File: config.mk
export PLATFORM = sky130hd
export DESIGN_NAME = wdft_dev_flat
export DESIGN_NICKNAME = d
export VERILOG_FILES = /design/src/wdft_pkg.sv /design/src/wdft_if.sv /design/src/wdft_dev.sv /design/src/flat_wrapper.sv
export SDC_FILE = /design/constraint.sdc
export NUM_CORES = 1
export LEC_CHECK = 0
export BUFFER_PORTS_ARGS = -buffer_cell sky130_fd_sc_hd__buf_2
export CORE_MARGIN = 2
export CORE_UTILIZATION = 50
export CTS_BUF_LIST = sky130_fd_sc_hd__clkbuf_16
export DETAILED_ROUTE_END_ITERATION = 16
export GPL_ROUTABILITY_DRIVEN = 0
export PLACE_DENSITY_LB_ADDON = 0.08
export SLEW_MARGIN = 5
export SYNTH_ARGS = -nofsm -noshare
export SYNTH_HDL_FRONTEND = slang
export SYNTH_SLANG_ARGS = --single-unit
File: constraint.sdc
create_clock -name CLK_IN -period 2.2 [get_ports CLK_IN]
set_input_delay 0.22 -clock CLK_IN [delete_from_list [all_inputs] [get_ports CLK_IN]]
set_output_delay 0.22 -clock CLK_IN [all_outputs]
set_load 0.1 [all_outputs]
File: src/wdft_pkg.sv
//-----------------------------------------------------------------------------
// Purpose: constants and types shared by the watchdog/fetch-trap unit ends
// Assumes: one 40 MHz system clock, which is also the high-speed clock
// Notes:   all offsets, codes, reset values and cycle counts live here
//-----------------------------------------------------------------------------
package wdft_pkg;

  // ---------------------------------------------------------------------------
  // timing
  // ---------------------------------------------------------------------------
  localparam int CLK_PERIOD_PS = 25000;
  localparam int RST_TIME_PS   = 600000;                      // 24 high-speed periods
  localparam int RST_CYC       = RST_TIME_PS / CLK_PERIOD_PS; // longest time, rounded down
  localparam int LS_PERIOD_PS  = 30517578;                    // 32.768 kHz low-speed clock
  localparam int LS_DIV_CYC    = LS_PERIOD_PS / CLK_PERIOD_PS;
  localparam int HS_LONG_EXP   = 25;                          // longest period 2^25 hs cycles
  localparam int LS_LONG_EXP   = 17;                          // longest period 2^17 ls cycles
  localparam int DIV_W         = 24;

  // ---------------------------------------------------------------------------
  // control register one: fields and value after reset
  // ---------------------------------------------------------------------------
  localparam logic [7:0] CTL1_RESET   = 8'h39;
  localparam int         BIT_OVF_ACT  = 0;
  localparam int         BIT_PER_LO   = 1;
  localparam int         BIT_PER_HI   = 2;
  localparam int         BIT_EN       = 3;
  localparam int         BIT_TRAP_ACT = 4;
  localparam int         BIT_RAM_TRAP = 5;

  // ---------------------------------------------------------------------------
  // code port values
  // ---------------------------------------------------------------------------
  localparam logic [7:0] CODE_CLEAR   = 8'h4E;
  localparam logic [7:0] CODE_DISABLE = 8'hB1;
  localparam logic [7:0] CODE_COMMIT  = 8'hD2;

  // ---------------------------------------------------------------------------
  // controller APB map and status fields
  // ---------------------------------------------------------------------------
  localparam logic [7:0] A_CMD   = 8'h00;
  localparam logic [7:0] A_FETCH = 8'h04;
  localparam logic [7:0] A_STAT  = 8'h08;
  localparam logic [7:0] A_IRQEN = 8'h0C;
  localparam logic [7:0] A_NMI_RETURN_INSTR  = 8'h10;
  localparam logic [7:0] A_MODE  = 8'h14;
  localparam logic [7:0] A_SP    = 8'h18;
  localparam int         CMD_SEL_BIT = 8;
  localparam int         ST_STICKY_LO = 8;
  localparam int         ST_STICKY_W  = 7;
  localparam int         ST_LIVE_RST  = 15;

  typedef enum logic [1:0] {
    RS_IDLE = 2'b00,
    RS_HOLD = 2'b01
  } wdft_rst_state_t;

endpackage : wdft_pkg

File: src/wdft_if.sv
//-----------------------------------------------------------------------------
// Purpose: link between the watchdog/fetch-trap unit and its cpu-side party
// Assumes: both ends run on the same system clock
// Notes:   strobes and event outputs are one-cycle pulses
//-----------------------------------------------------------------------------
`timescale 1ns/100ps
interface wdft_if;
  logic        wr_stb;         // register write strobe
  logic        wr_sel;         // 0 control one, 1 code port
  logic [7:0]  wr_data;
  logic        fetch_stb;      // instruction fetch
  logic [15:0] fetch_addr;
  logic        low_speed_mode_one;
  logic        ls_tick;        // one pulse per low-speed clock period
  logic        overflow_nmi;
  logic        fetch_trap_nmi;
  logic        rst_req;
  logic        hw_rst;         // internal hardware reset level
  logic        osc_restart;

  modport dev (
    input  wr_stb, wr_sel, wr_data, fetch_stb, fetch_addr, low_speed_mode_one, ls_tick,
    output overflow_nmi, fetch_trap_nmi, rst_req, hw_rst, osc_restart
  );
  modport ctl (
    output wr_stb, wr_sel, wr_data, fetch_stb, fetch_addr, low_speed_mode_one, ls_tick,
    input  overflow_nmi, fetch_trap_nmi, rst_req, hw_rst, osc_restart
  );
endinterface : wdft_if

File: src/wdft_dev.sv
//-----------------------------------------------------------------------------
// Purpose: watchdog timer and instruction-fetch trap unit
// Assumes: link inputs come from logic on the same clock
// Notes:   control registers are write-only; state shows on user outputs
//-----------------------------------------------------------------------------
// Summary of operation
// RULE1: enable bit resets to 1; writing 1 enables
// RULE2: software disables via flag, clear, bit, code
// RULE3: disable code accepted only with enable bit 0
// RULE4: binary counter held cleared while disabled
// RULE5: clear code resets binary counter, not divider
// RULE6: period field selects 2^25..2^19 or 2^17..2^11
// RULE7: action bit 0 gives overflow interrupt
// RULE8: action bit cleared stays cleared until reset
// RULE9: overflow interrupt ignores global enable flag
// RULE10: new overflow interrupt nests over any service
// RULE11: software avoids endless nesting without return
// RULE12: stack pointer set before overflow interrupt mode
// RULE13: action bit 1 gives reset on overflow
// RULE14: internal reset lasts at most 24 periods
// RULE15: low-speed reset restarts oscillator, timed high-speed
// RULE16: ram trap bit takes effect after D2 code
// RULE17: register and buffer area fetches always trap
// RULE18: trap action bit 0 gives trap interrupt
// RULE19: trap action bit 1 gives reset
// RULE20: trap interrupt ignores global enable flag
// RULE21: new trap interrupt nests over any service
// RULE22: stack pointer set before trap interrupts
// RULE23: watchdog and trap fields share both registers
// RULE24: each event is a one-cycle request pulse
//
// The APB slave port and the address map were chosen for this implementation.
`timescale 1ns/100ps
module wdft_dev
  import wdft_pkg::*;
#(
  parameter int          HS_EXP  = HS_LONG_EXP,
  parameter int          LS_EXP  = LS_LONG_EXP,
  parameter logic [15:0] SFR_LO  = 16'h0000,
  parameter logic [15:0] SFR_HI  = 16'h003F,
  parameter logic [15:0] RAM_LO  = 16'h0040,
  parameter logic [15:0] RAM_HI  = 16'h083F,
  parameter logic [15:0] DBR_LO  = 16'h0F80,
  parameter logic [15:0] DBR_HI  = 16'h0FFF
) (
  input  wire logic  CLK_IN,
  input  wire logic  ARST_N_IN,
  wdft_if.dev        LINK,
  output logic       RUNNING_OUT,
  output logic       RAM_TRAP_ARMED_OUT,
  output logic [1:0] BIN_COUNT_OUT
);

  // ---------------------------------------------------------------------------
  // helpers
  // ---------------------------------------------------------------------------
  function automatic logic [DIV_W-1:0] low_mask(input int unsigned t);
    logic [63:0] m;
    m = (64'd1 << t) - 64'd1;
    low_mask = m[DIV_W-1:0];
  endfunction : low_mask

  function automatic logic in_area(input logic [15:0] a,
                                   input logic [15:0] lo,
                                   input logic [15:0] hi);
    in_area = (a >= lo) && (a <= hi);
  endfunction : in_area

  // ---------------------------------------------------------------------------
  // declarations
  // ---------------------------------------------------------------------------
  logic [7:0]       ctl1_r;
  logic             run_r;
  logic             ram_trap_r;
  logic [DIV_W-1:0] div_r;
  logic [1:0]       bin_r;
  logic             ovf_nmi_r;
  logic             trap_nmi_r;
  logic             rst_req_r;
  logic             osc_r;
  wdft_rst_state_t  rst_state_r;
  logic [7:0]       hold_cnt_r;

  logic             sys_rst;
  logic             wr_one;
  logic             wr_code;
  logic             code_clear;
  logic             code_disable;
  logic             code_commit;
  logic             div_step;
  int unsigned      tap;
  logic [DIV_W-1:0] tap_m;
  logic             tick;
  logic             ovf;
  logic             hit;

  // ---------------------------------------------------------------------------
  // write decode
  // ---------------------------------------------------------------------------
  // internal reset re-initialises the unit, all but the divider, while it is held
  assign sys_rst      = (rst_state_r == RS_HOLD);
  // both registers carry watchdog and trap fields together
  assign wr_one       = LINK.wr_stb && !LINK.wr_sel;                // RULE23
  assign wr_code      = LINK.wr_stb && LINK.wr_sel;                 // RULE23
  assign code_clear   = wr_code && (LINK.wr_data == CODE_CLEAR);
  assign code_disable = wr_code && (LINK.wr_data == CODE_DISABLE);
  assign code_commit  = wr_code && (LINK.wr_data == CODE_COMMIT);

  // ---------------------------------------------------------------------------
  // control register one
  // ---------------------------------------------------------------------------
  always_ff @(posedge CLK_IN or negedge ARST_N_IN) begin
    if (!ARST_N_IN) begin
      ctl1_r <= CTL1_RESET;                                         // RULE1
    end else if (sys_rst) begin
      ctl1_r <= CTL1_RESET;
    end else if (wr_one) begin
      ctl1_r <= {2'b00, LINK.wr_data[5:1],
                 LINK.wr_data[BIT_OVF_ACT] & ctl1_r[BIT_OVF_ACT]};  // RULE8
    end
  end

  // ---------------------------------------------------------------------------
  // run state: enable by bit, disable by code
  // ---------------------------------------------------------------------------
  always_ff @(posedge CLK_IN or negedge ARST_N_IN) begin
    if (!ARST_N_IN) begin
      run_r <= 1'b1;                                                // RULE1
    end else if (sys_rst) begin
      run_r <= 1'b1;
    end else if (wr_one && LINK.wr_data[BIT_EN]) begin
      run_r <= 1'b1;                                                // RULE1
    end else if (code_disable && !ctl1_r[BIT_EN]) begin
      run_r <= 1'b0;                                                // RULE3
    end
  end

  // ---------------------------------------------------------------------------
  // effective ram trap selection
  // ---------------------------------------------------------------------------
  always_ff @(posedge CLK_IN or negedge ARST_N_IN) begin
    if (!ARST_N_IN) begin
      ram_trap_r <= CTL1_RESET[BIT_RAM_TRAP];
    end else if (sys_rst) begin
      ram_trap_r <= CTL1_RESET[BIT_RAM_TRAP];
    end else if (code_commit) begin
      ram_trap_r <= ctl1_r[BIT_RAM_TRAP];                           // RULE16
    end
  end

  // ---------------------------------------------------------------------------
  // divider and tap selection
  // ---------------------------------------------------------------------------
  // divider runs on every hs clock, or on ls ticks in low-speed mode
  assign div_step = LINK.low_speed_mode_one ? LINK.ls_tick : 1'b1;

  // binary counter is two stages, so its tick is a quarter of the period
  always_comb begin
    if (LINK.low_speed_mode_one) begin
      tap = unsigned'(LS_EXP - 2 - 2 * int'(ctl1_r[BIT_PER_HI:BIT_PER_LO]));   // RULE6
    end else begin
      tap = unsigned'(HS_EXP - 2 - 2 * int'(ctl1_r[BIT_PER_HI:BIT_PER_LO]));   // RULE6
    end
  end

  assign tap_m = low_mask(tap);
  assign tick  = div_step && ((div_r & tap_m) == tap_m);

  // never cleared by the code port
  always_ff @(posedge CLK_IN or negedge ARST_N_IN) begin
    if (!ARST_N_IN) begin
      div_r <= '0;
    end else if (div_step) begin
      div_r <= div_r + DIV_W'(1);                                   // RULE5
    end
  end

  // ---------------------------------------------------------------------------
  // binary counter
  // ---------------------------------------------------------------------------
  always_ff @(posedge CLK_IN or negedge ARST_N_IN) begin
    if (!ARST_N_IN) begin
      bin_r <= 2'b00;
    end else if (!run_r || sys_rst) begin
      bin_r <= 2'b00;                                               // RULE4
    end else if (code_clear) begin
      bin_r <= 2'b00;                                               // RULE5
    end else if (tick) begin
      bin_r <= bin_r + 2'b01;
    end
  end

  // clear in the same cycle beats the overflow
  assign ovf = run_r && !sys_rst && !code_clear && tick && (bin_r == 2'b11);

  // ---------------------------------------------------------------------------
  // fetch trap detection
  // ---------------------------------------------------------------------------
  assign hit = LINK.fetch_stb && !sys_rst &&
               (in_area(LINK.fetch_addr, SFR_LO, SFR_HI) ||
                in_area(LINK.fetch_addr, DBR_LO, DBR_HI) ||               // RULE17
                (ram_trap_r && in_area(LINK.fetch_addr, RAM_LO, RAM_HI))); // RULE16

  // ---------------------------------------------------------------------------
  // event pulses
  // ---------------------------------------------------------------------------
  // no mask input exists: requests go out whatever the global flag
  always_ff @(posedge CLK_IN or negedge ARST_N_IN) begin
    if (!ARST_N_IN) begin
      ovf_nmi_r  <= 1'b0;
      trap_nmi_r <= 1'b0;
    end else begin
      ovf_nmi_r  <= ovf && !ctl1_r[BIT_OVF_ACT];   // RULE7 RULE9 RULE10 RULE24
      trap_nmi_r <= hit && !ctl1_r[BIT_TRAP_ACT];  // RULE18 RULE20 RULE21 RULE24
    end
  end

  always_ff @(posedge CLK_IN or negedge ARST_N_IN) begin
    if (!ARST_N_IN) begin
      rst_req_r <= 1'b0;
      osc_r     <= 1'b0;
    end else begin
      rst_req_r <= (ovf && ctl1_r[BIT_OVF_ACT]) ||                  // RULE13 RULE24
                   (hit && ctl1_r[BIT_TRAP_ACT]);                   // RULE19
      osc_r     <= ((ovf && ctl1_r[BIT_OVF_ACT]) || (hit && ctl1_r[BIT_TRAP_ACT])) &&
                   LINK.low_speed_mode_one;                         // RULE15
    end
  end

  // ---------------------------------------------------------------------------
  // internal reset sequencer
  // ---------------------------------------------------------------------------
  // timed on the hs clock also in low-speed mode
  always_ff @(posedge CLK_IN or negedge ARST_N_IN) begin
    if (!ARST_N_IN) begin
      rst_state_r <= RS_IDLE;
      hold_cnt_r  <= 8'h00;
    end else begin
      case (rst_state_r)
        RS_IDLE: begin
          if (rst_req_r) begin
            rst_state_r <= RS_HOLD;
            hold_cnt_r  <= 8'(RST_CYC - 1);                         // RULE14 RULE15
          end
        end
        RS_HOLD: begin
          if (hold_cnt_r == 8'h00) begin
            rst_state_r <= RS_IDLE;
          end else begin
            hold_cnt_r <= hold_cnt_r - 8'h01;
          end
        end
        default: begin
          rst_state_r <= RS_IDLE;
        end
      endcase
    end
  end

  // ---------------------------------------------------------------------------
  // outputs
  // ---------------------------------------------------------------------------
  assign LINK.overflow_nmi   = ovf_nmi_r;
  assign LINK.fetch_trap_nmi = trap_nmi_r;
  assign LINK.rst_req        = rst_req_r;
  assign LINK.hw_rst         = sys_rst;
  assign LINK.osc_restart    = osc_r;
  assign RUNNING_OUT         = run_r;
  assign RAM_TRAP_ARMED_OUT  = ram_trap_r;
  assign BIN_COUNT_OUT       = bin_r;

endmodule : wdft_dev

File: src/flat_wrapper.sv
// flat-port wrapper written by rule: the top's interface ports become plain ports
module wdft_dev_flat import wdft_pkg::*;
#(
  parameter int          HS_EXP  = HS_LONG_EXP,
  parameter int          LS_EXP  = LS_LONG_EXP,
  parameter logic [15:0] SFR_LO  = 16'h0000,
  parameter logic [15:0] SFR_HI  = 16'h003F,
  parameter logic [15:0] RAM_LO  = 16'h0040,
  parameter logic [15:0] RAM_HI  = 16'h083F,
  parameter logic [15:0] DBR_LO  = 16'h0F80,
  parameter logic [15:0] DBR_HI  = 16'h0FFF
)
  (CLK_IN, ARST_N_IN, RUNNING_OUT, RAM_TRAP_ARMED_OUT, BIN_COUNT_OUT, LINK_wr_stb, LINK_wr_sel, LINK_wr_data, LINK_fetch_stb, LINK_fetch_addr, LINK_low_speed_mode_one, LINK_ls_tick, LINK_overflow_nmi, LINK_fetch_trap_nmi, LINK_rst_req, LINK_hw_rst, LINK_osc_restart);
  wdft_if LINK_i ();
  input  wire logic CLK_IN;
  input  wire logic ARST_N_IN;
  output logic RUNNING_OUT;
  output logic RAM_TRAP_ARMED_OUT;
  output logic [1:0] BIN_COUNT_OUT;
  input wire logic [$bits(LINK_i.wr_stb)-1:0] LINK_wr_stb;
  input wire logic [$bits(LINK_i.wr_sel)-1:0] LINK_wr_sel;
  input wire logic [$bits(LINK_i.wr_data)-1:0] LINK_wr_data;
  input wire logic [$bits(LINK_i.fetch_stb)-1:0] LINK_fetch_stb;
  input wire logic [$bits(LINK_i.fetch_addr)-1:0] LINK_fetch_addr;
  input wire logic [$bits(LINK_i.low_speed_mode_one)-1:0] LINK_low_speed_mode_one;
  input wire logic [$bits(LINK_i.ls_tick)-1:0] LINK_ls_tick;
  output wire logic [$bits(LINK_i.overflow_nmi)-1:0] LINK_overflow_nmi;
  output wire logic [$bits(LINK_i.fetch_trap_nmi)-1:0] LINK_fetch_trap_nmi;
  output wire logic [$bits(LINK_i.rst_req)-1:0] LINK_rst_req;
  output wire logic [$bits(LINK_i.hw_rst)-1:0] LINK_hw_rst;
  output wire logic [$bits(LINK_i.osc_restart)-1:0] LINK_osc_restart;
  assign LINK_i.wr_stb = LINK_wr_stb;
  assign LINK_i.wr_sel = LINK_wr_sel;
  assign LINK_i.wr_data = LINK_wr_data;
  assign LINK_i.fetch_stb = LINK_fetch_stb;
  assign LINK_i.fetch_addr = LINK_fetch_addr;
  assign LINK_i.low_speed_mode_one = LINK_low_speed_mode_one;
  assign LINK_i.ls_tick = LINK_ls_tick;
  assign LINK_overflow_nmi = LINK_i.overflow_nmi;
  assign LINK_fetch_trap_nmi = LINK_i.fetch_trap_nmi;
  assign LINK_rst_req = LINK_i.rst_req;
  assign LINK_hw_rst = LINK_i.hw_rst;
  assign LINK_osc_restart = LINK_i.osc_restart;
  wdft_dev #(.HS_EXP(HS_EXP), .LS_EXP(LS_EXP), .SFR_LO(SFR_LO), .SFR_HI(SFR_HI), .RAM_LO(RAM_LO), .RAM_HI(RAM_HI), .DBR_LO(DBR_LO), .DBR_HI(DBR_HI)) u_core (.CLK_IN(CLK_IN), .ARST_N_IN(ARST_N_IN), .LINK(LINK_i), .RUNNING_OUT(RUNNING_OUT), .RAM_TRAP_ARMED_OUT(RAM_TRAP_ARMED_OUT), .BIN_COUNT_OUT(BIN_COUNT_OUT));
endmodule
### Word-level counts from Yosys, hierarchy flattened

Index checks and enable logic that the tools add are counted.

| cells by class | value |
|---|---|
| add/sub/neg operators | 6 |
| $lt $le $gt $ge | 6 |
| eq/ne operators | 9 |
| shifts and indexed selects | 1 |
| muxes and demuxes | 18 |
| bitwise gates (word level) | 2 |
| reductions and logical operators | 43 |

Operators with widths:

| cell | number |
|---|---|
| 16-bit by 12-bit <= comparator with 1-bit output, second input constant | 2 |
| 32-bit 2-to-1 mux | 1 |
| 1-bit by 32-bit << shifter with 24-bit output, first input constant | 1 |
| 24-bit by 1-bit adder with 24-bit output, second input constant | 1 |
| 24-bit bitwise AND | 1 |
| 24-bit == test | 1 |
| 24-bit by 1-bit subtractor with 24-bit output, second input constant | 1 |
| 1-bit logical AND | 23 |
| 8-bit == test, second input constant | 2 |
| 16-bit by 1-bit >= comparator with 1-bit output, second input constant | 1 |
| 16-bit by 12-bit >= comparator with 1-bit output, second input constant | 1 |
| 16-bit by 7-bit >= comparator with 1-bit output, second input constant | 1 |
| 16-bit by 6-bit <= comparator with 1-bit output, second input constant | 1 |
| 8-bit 2-to-1 mux | 2 |
| 8-bit one-hot mux with 2 select lines | 1 |
| 6-bit 2-to-1 mux | 2 |
| 2-bit 2-to-1 mux | 5 |
| 8-bit by 7-bit == test with 1-bit output, second input constant | 1 |
| 8-bit zero test | 1 |
| 8-bit by 1-bit subtractor with 8-bit output, second input constant | 1 |
| 1-bit zero test | 7 |
| 1-bit 2-to-1 mux | 6 |
| 2-bit nonzero test | 3 |
| 3-bit nonzero test | 2 |
| other kinds (13) | 17 |

| storage, ports and cells | value |
|---|---|
| bits in registers | 48 |
| input bits | 31 |
| word-level logic and storage cells | 96 |

### Longest topological paths before layout

Gate-level depths: netlist of the first run.

| logic depth | value |
|---|---|
| depth after elaboration | 12 |
| depth in mapped cells | 7 |
| gate-level depth less buffers | 7 |

### Least setup slack after synthesis of the first run

Ideal clock, no wire load.

| timing | value |
|---|---|
| path kind | register to register |
| start | reg u_core.rst_state_r[0] |
| end | reg u_core.hold_cnt_r[3] |
| setup time | 0.127 ns |
| arrival | 2.021 ns |
| setup slack | 0.051 ns |
| cell stages (with the launch flop) | 5 |
| buffers on the path | 0 |
| cells stage by stage | dfrtp_1 o41ai_4 or4_2 nand3_1 o21ai_0 |

| between the ends | value |
|---|---|
| cells in the longest elaborated chain, start to end | 3 |
| elaborated cells between the ends (all ways) | 7 |
| classes of those cells | eq/ne: 3; mux: 1; reduce/logical: 3 |

RTL lines:

| item | RTL line | text |
|---|---|---|
| start: declaration | wdft_dev.sv:81 | `wdft_rst_state_t rst_state_r;` |
| start signal: assignment | wdft_dev.sv:236 | `rst_state_r <= RS_IDLE;` |
| start signal: assignment | wdft_dev.sv:242 | `rst_state_r <= RS_HOLD;` |
| start signal: assignment | wdft_dev.sv:248 | `rst_state_r <= RS_IDLE;` |
| 2-bit by 1-bit == test with 1-bit output / 2-bit zero test (equally long branches) | wdft_dev.sv:239 | `case (rst_state_r)` |
| 2-bit != test (no line) (tied with other cells) | - |  |
| 3-bit AND reduction (no line) | - |  |
| end signal: assignment | wdft_dev.sv:243 | `hold_cnt_r <= 8'(RST_CYC - 1);` |
| end signal: assignment | wdft_dev.sv:250 | `hold_cnt_r <= hold_cnt_r - 8'h01;` |
| end: declaration | wdft_dev.sv:82 | `logic [7:0] hold_cnt_r;` |

Several ways; a longest one is shown, not always the timed one.
A chain may end at the register's enable or synchronous reset.

### Worst setup path in the final report of the first run

| timing | value |
|---|---|
| start | reg u_core.hold_cnt_r[4] |
| end | reg u_core.hold_cnt_r[2] |

| between the ends | value |
|---|---|
| cells in the longest elaborated chain, start to end | 3 |

RTL lines:

| item | RTL line | text |
|---|---|---|
| 8-bit zero test | wdft_dev.sv:247 | `if (hold_cnt_r == 8'h00) begin` |
| 2-bit != test (no line) | - |  |
| 3-bit AND reduction (no line) | - |  |

No other way between the ends.

==> out/results.txt, run 1 <==
status = finished, final reports clean
Top delay family on crit path = compound AO/OA/AOI/OAI gates
Final Power = 2.09 mW
die area = 5130 um^2
H-tree Lvls = 2
DP HPWL = 3180 um
drt wl/cell = 13.4 um
Post-DRT Antenna Nets = 0
Final Non-Filler Cells = 322
Psw = 575 uW
register area share after synthesis = 0.507
Worst path slowest cell = or4_4
flops & latches, synth = 46
Post-Syn Instances = 227
FILL cells = 375
most frequent cells after synthesis = 40 x dfrtp_1, 32 x nand2_1, 17 x xnor2_1, 15 x nor2_1, 13 x nand3_1
combinational share of power = 0.153
fraction of synthesis flops using an asynchronous set or reset pin = 1.00
post-layout min period = 1.93 ns
CTS Buffer Depth = 2
GRT Total Usage = 0.182
period utilization = 0.879
setup violators final = 0
setup tns final = 0 ns
Setup CP Type = reg2reg
grt total ovfl = 0
Placed Cells = 313
CP max FO = 7
design area = 2700 um^2
vias in the first global route = 1,679
relative slew slack = 0.628
final hold viol count = 0
ys flop type = dfrtp_1
vias = 1,723
clk root buf = clkbuf_16
count of cell types in the netlist = 44
die span in y = 71.6 um
Bufs and invs on worst path = 1
Area Growth Syn to Fin = 17.8%
Largest stage delay, worst path = 0.55 ns
fin nets = 305
Fmax = 517 MHz
Worst EP required = 2.36 ns
Clock Skews = 0.00550 ns
drt total wl = 4310 um
first-pass GRT wire length = 7360 um
PD cells = 774 nW/um^2
Core ar. = 4380 um^2
initial antenna violation count = 0
share of cells above drive strength 1 = 0.226
RSZ-0062 raised after global routing = false
most common cell in the netlist = dfrtp_1
Clock Pin Slew Worst Setup and Hold Paths = 0.06 ns
top cells by area, synth = dfrtp_1 44%, dfstp_2 6.9%, xnor2_1 6.5%
n_diodes = 0
Cell Chain, Critical Path = or4_4 -> o41ai_4 -> inv_2 -> a211oi_1 -> a31oi_1
placed cell area = 2540 um^2
Initial DRC Count = 80
Lkg Pwr = 1.31 nW
Clk pwr share = 0.349
synthesized net count = 263
Arr. time, crit path = 2.09 ns
Synth area leader = dfrtp_1
number of core rows = 24
Sink Count = 46
max-cap check violation count = 0
endpoint type of the worst setup path = register
Synth top area share = 0.438
Yosys Warn Count = 0
mean post-synth cell area = 10.1 um^2
internal power = 1.51 mW
1st-pass router iterations = 4
Vias per Instance = 5.35
CTS tree = done
maximum VDD drop = 0.805 mV
largest net degree at the start of global routing = 26
Switching Share = 0.276
sequential group share of total power = 0.498
Startpoint Class = register
Clock Latency Late Sink = 0.28 ns
DIE WIDTH = 71.6 um
initial core utilization = 0.522
Post-synth EDFFs = 0
DRC = 0
Tightest Pin Transition = 0.553 ns
Inserted Clock Buffers = 5
count of final max-slew check failures = 0
io pins = 40
Post-Syn Area = 2290 um^2
Worst Hold Class = in2reg
input/output buffers = 33
logic make-up after synthesis:
family | Yosys count | synth area share
simple gates | 108 | 0.247
buf+inv | 12 | 0.0219
flops | 46 | 0.507
fa+ha+maj | 5 | 0.0274
mux | 7 | 0.0312
xor+xnor | 23 | 0.0881
compound gates | 26 | 0.0777
final timing paths:
| path | startpoint | endpoint | slack [ns] | cells after the start |
|---|---|---|---|---|
| worst min register to register | u_core.ctl1_r[3] | u_core.ctl1_r[3] | 0.46 | 2 |
| worst max-delay path | u_core.hold_cnt_r[4] | u_core.hold_cnt_r[2] | 0.27 | 5 |
| worst max register to register | u_core.hold_cnt_r[4] | u_core.hold_cnt_r[2] | 0.27 | 5 |
| max in group asynchronous | ARST_N_IN | u_core.div_r[22] | 1.26 | 3 |
| worst min-delay path | LINK_fetch_addr[13] | u_core.LINK.fetch_trap_nmi | 0.19 | 4 |
| min in group asynchronous | ARST_N_IN | u_core.hold_cnt_r[1] | 0.43 | 2 |
power by group through the flow:
stage	combinational, mW	clock (mW)	sequential, mW
2_1_floorplan	0.214	0	1.05
3_3_place_gp	0.311	0	1.05
3_5_place_dp	0.318	0	1.05
4_1_cts	0.322	0.743	1.04
5_1_grt	0.359	0.770	1.06
6_report	0.319	0.729	1.04
state kept, by name, summed over array words and instances (netlist names):
signal                      flops
u_core.div_r                   23
u_core.LINK.rst_req             1
u_core.hold_cnt_r               8
u_core.LINK.overflow_nmi        1
u_core.rst_state_r              1
u_core.ctl1_r                   6
u_core.LINK.osc_restart         1
u_core.LINK.fetch_trap_nmi      1
u_core.RAM_TRAP_ARMED_OUT       1
u_core.RUNNING_OUT              1
u_core.BIN_COUNT_OUT            2
layout by cell type (no fill, tap or decap), types with 2 or more instances in the layout:
cell / count
nor4_1: 4
buf_2: 33
mux2i_1: 6
a21oi_1: 9
dfstp_2: 6
nor2_1: 15
xor2_1: 6
nand2_1: 32
nor2b_1: 4
buf_4: 3
xnor2_1: 17
ha_1: 5
nand3_1: 13
o21ai_0: 6
inv_1: 8
and2_1: 2
dfrtp_1: 40
clkbuf_16: 5
nand2b_1: 9
a31oi_1: 3
or4_4: 2
nor4bb_1: 2
and3_1: 2
nand4_1: 5
nand3b_1: 2
nor3_1: 8
area by class of cell:
cell class | instances | area (um^2) | share of cell area
clock buffer | 5 | 125 | 0.0464
clock inverter | 3 | 16.3 | 0.00604
inverter | 9 | 33.8 | 0.0125
multi-input combinational | 169 | 1080 | 0.400
sequential | 46 | 1160 | 0.430
tap | 52 | 65.1 | 0.0241
timing repair buffer | 38 | 218 | 0.0808
layer usage:
layer  up-vias  part of all wire  routed length (um)  track usage
li1        875                 -                   -            -
met1       810              0.51                2190        0.250
met5         -                 0                   0            0
met4         0            0.0039                  17       0.0461
met3         2             0.036                 153       0.0478
met2        36              0.45                1950        0.291
per-stage QoR:
step            util  worst slack, ns  hold WS (ns)
6_report       0.615            0.266         0.192
5_1_grt        0.615            0.170         0.201
4_1_cts        0.615            0.263         0.182
3_5_place_dp   0.580            0.275         0.215
3_3_place_gp   0.580            0.323         0.225
2_1_floorplan      -           0.0512       -0.0756
worst register-to-register path, stage by stage (launching register included):
cell and delay [ns]:
dfrtp_1 0.42, or4_4 0.55, o41ai_4 0.41, inv_2 0.10, a211oi_1 0.25, a31oi_1 0.07
repair_timing:
| action | CTS | global route |
|---|---|---|
| hold buffers | 1 | 0 |
| hold endpoints to repair | 15 | 0 |
| resized for setup | 0 | 0 |
| buffers inserted | 0 | 0 |
(Power assumes the default switching activity.)
==> inputs of run 2 (changes only) <==
- GPL_TIMING_DRIVEN: default -> 0
==> out/results.txt, run 2 (synthesized netlist as in run 1, its figures left out) <==
DP HPWL = 3230 um
Worst Setup SP = u_core.hold_cnt_r[4]
Clock Pin Slew Worst Setup and Hold Paths = 0.06 ns
Post-DRT Antenna Nets = 0
post-layout min period = 1.95 ns
Top delay family on crit path = compound AO/OA/AOI/OAI gates
Switching Share = 0.259
FF-to-FF End = u_core.hold_cnt_r[2]
vias in the first global route = 1,793
setup tns final = 0 ns
Bufs and invs on worst path = 1
H-tree Lvls = 2
relative slew slack = 0.338
input/output buffers = 33
design area = 2680 um^2
drt wl/cell = 13.8 um
CTS tree = done
grt total ovfl = 0
endpoint type of the worst setup path = register
met3 usage = 0.0352
max FFs per register = 23
reg2reg setup slack = 0.25 ns
count of final max-slew check failures = 0
largest net degree at the start of global routing = 47
Largest stage delay, worst path = 0.55 ns
internal power = 1.61 mW
Biggest register = u_core.div_r
Fmax = 512 MHz
placed cell area = 2520 um^2
DRC = 0
n_diodes = 0
number of core rows = 24
setup violators final = 0
Core ar. = 4380 um^2
Clock Latency Late Sink = 0.28 ns
period utilization = 0.887
drt total wl = 4430 um
sequential group share of total power = 0.480
Setup CP Type = reg2reg
Clk pwr share = 0.380
Clock Skews = 0.00494 ns
PD cells = 813 nW/um^2
Post-CTS Setup Bufs = 0
Psw = 564 uW
Resized cells post-CTS = 0
CP max FO = 7
registers with the most flip-flops = u_core.div_r x23, u_core.hold_cnt_r x8, u_core.ctl1_r x6
io pins = 40
Worst Hold Class = in2async
CTS Buffer Depth = 2
vias = 1,751
max-cap check violation count = 0
fin util = 0.611
Vias per Instance = 5.47
initial antenna violation count = 0
Startpoint Class = register
die span in y = 71.6 um
die area = 5130 um^2
commonest non-fill, non-tap cell in the layout = dfrtp_1
Placed Cells = 312
maximum VDD drop = 0.513 mV
busiest grt layer = met2
DIE WIDTH = 71.6 um
met1 GRT Util = 0.282
Register-to-Register Path Depth = 5
grt met2 use = 0.299
Inserted Clock Buffers = 5
Worst EP required = 2.33 ns
fin nets = 303
Arr. time, crit path = 2.09 ns
Cell Chain, Critical Path = or4_4 -> o41ai_4 -> inv_2 -> a211oi_1 -> a31oi_1
clk root buf = clkbuf_16
final hold viol count = 0
GRT Total Usage = 0.196
R2R Path Start = u_core.hold_cnt_r[4]
initial core utilization = 0.522
combinational share of power = 0.140
Area Growth Syn to Fin = 17.2%
first-pass GRT wire length = 7940 um
Worst path slowest cell = or4_4
commonest non-fill, non-tap cells in the layout = 40 x dfrtp_1, 34 x buf_2, 32 x nand2_1, 17 x xnor2_1, 15 x nor2_1
1st-pass router iterations = 4
share of cells above drive strength 1 = 0.216
Sink Count = 46
RSZ-0062 raised after global routing = false
Lkg Pwr = 1.31 nW
Initial DRC Count = 62
CTS Hold Bufs = 0
Final Non-Filler Cells = 320
status = finished, final reports clean
Tightest Pin Transition = 0.993 ns
## run 2: worst reg2reg max path, delay by kind of cell, from the launching register on
family | cells | cell delay [ns]
buffers and inverters | 1 | 0.09
flip-flops | 1 | 0.43
AO/OA/AOI/OAI | 3 | 0.74
AND/OR/NAND/NOR | 1 | 0.55
## run 2: final cells by class
class,instances,area [um^2]
clock buffer,5,125
timing repair buffer,33,165
fill,391,1700
tap,52,65.1
buffer,3,16.3
sequential,46,1160
multi-input combinational,169,1080
clock inverter,3,37.5
inverter,9,33.8
## run 2: how the worst max path moves through the flow
stage | endpoint | slack [ns] | depth (start not counted)
3_5_place_dp | u_core.hold_cnt_r[2] | 0.25 | 5
6_report | u_core.hold_cnt_r[2] | 0.25 | 5
2_1_floorplan | u_core.hold_cnt_r[3] | 0.05 | 4
3_3_place_gp | u_core.hold_cnt_r[2] | 0.27 | 5
5_1_grt | u_core.hold_cnt_r[2] | 0.15 | 5
4_1_cts | u_core.hold_cnt_r[2] | 0.24 | 5
## run 2: metal layers
layer,part of all wire,vias to the layer above
li1,-,870
met4,0.014,0
met3,0.032,7
met1,0.50,846
met2,0.45,28
met5,0,-
## run 2: metrics by stage
stage,hold slack [ns],total power [mW],setup slack [ns]
after detailed placement,0.449,1.37,0.251
after global routing,0.194,2.29,0.146
after floorplan,-0.0756,1.26,0.0512
final,0.102,2.18,0.249
after CTS,0.148,2.20,0.237
after global placement,0.452,1.36,0.265
## run 2: power groups by stage
stage	clock network, mW	registers, mW	logic (mW)
global route	0.874	1.06	0.357
global placement	0	1.05	0.303
CTS	0.848	1.04	0.313
finish	0.829	1.05	0.305
detailed placement	0	1.06	0.312
floorplan	0	1.05	0.214
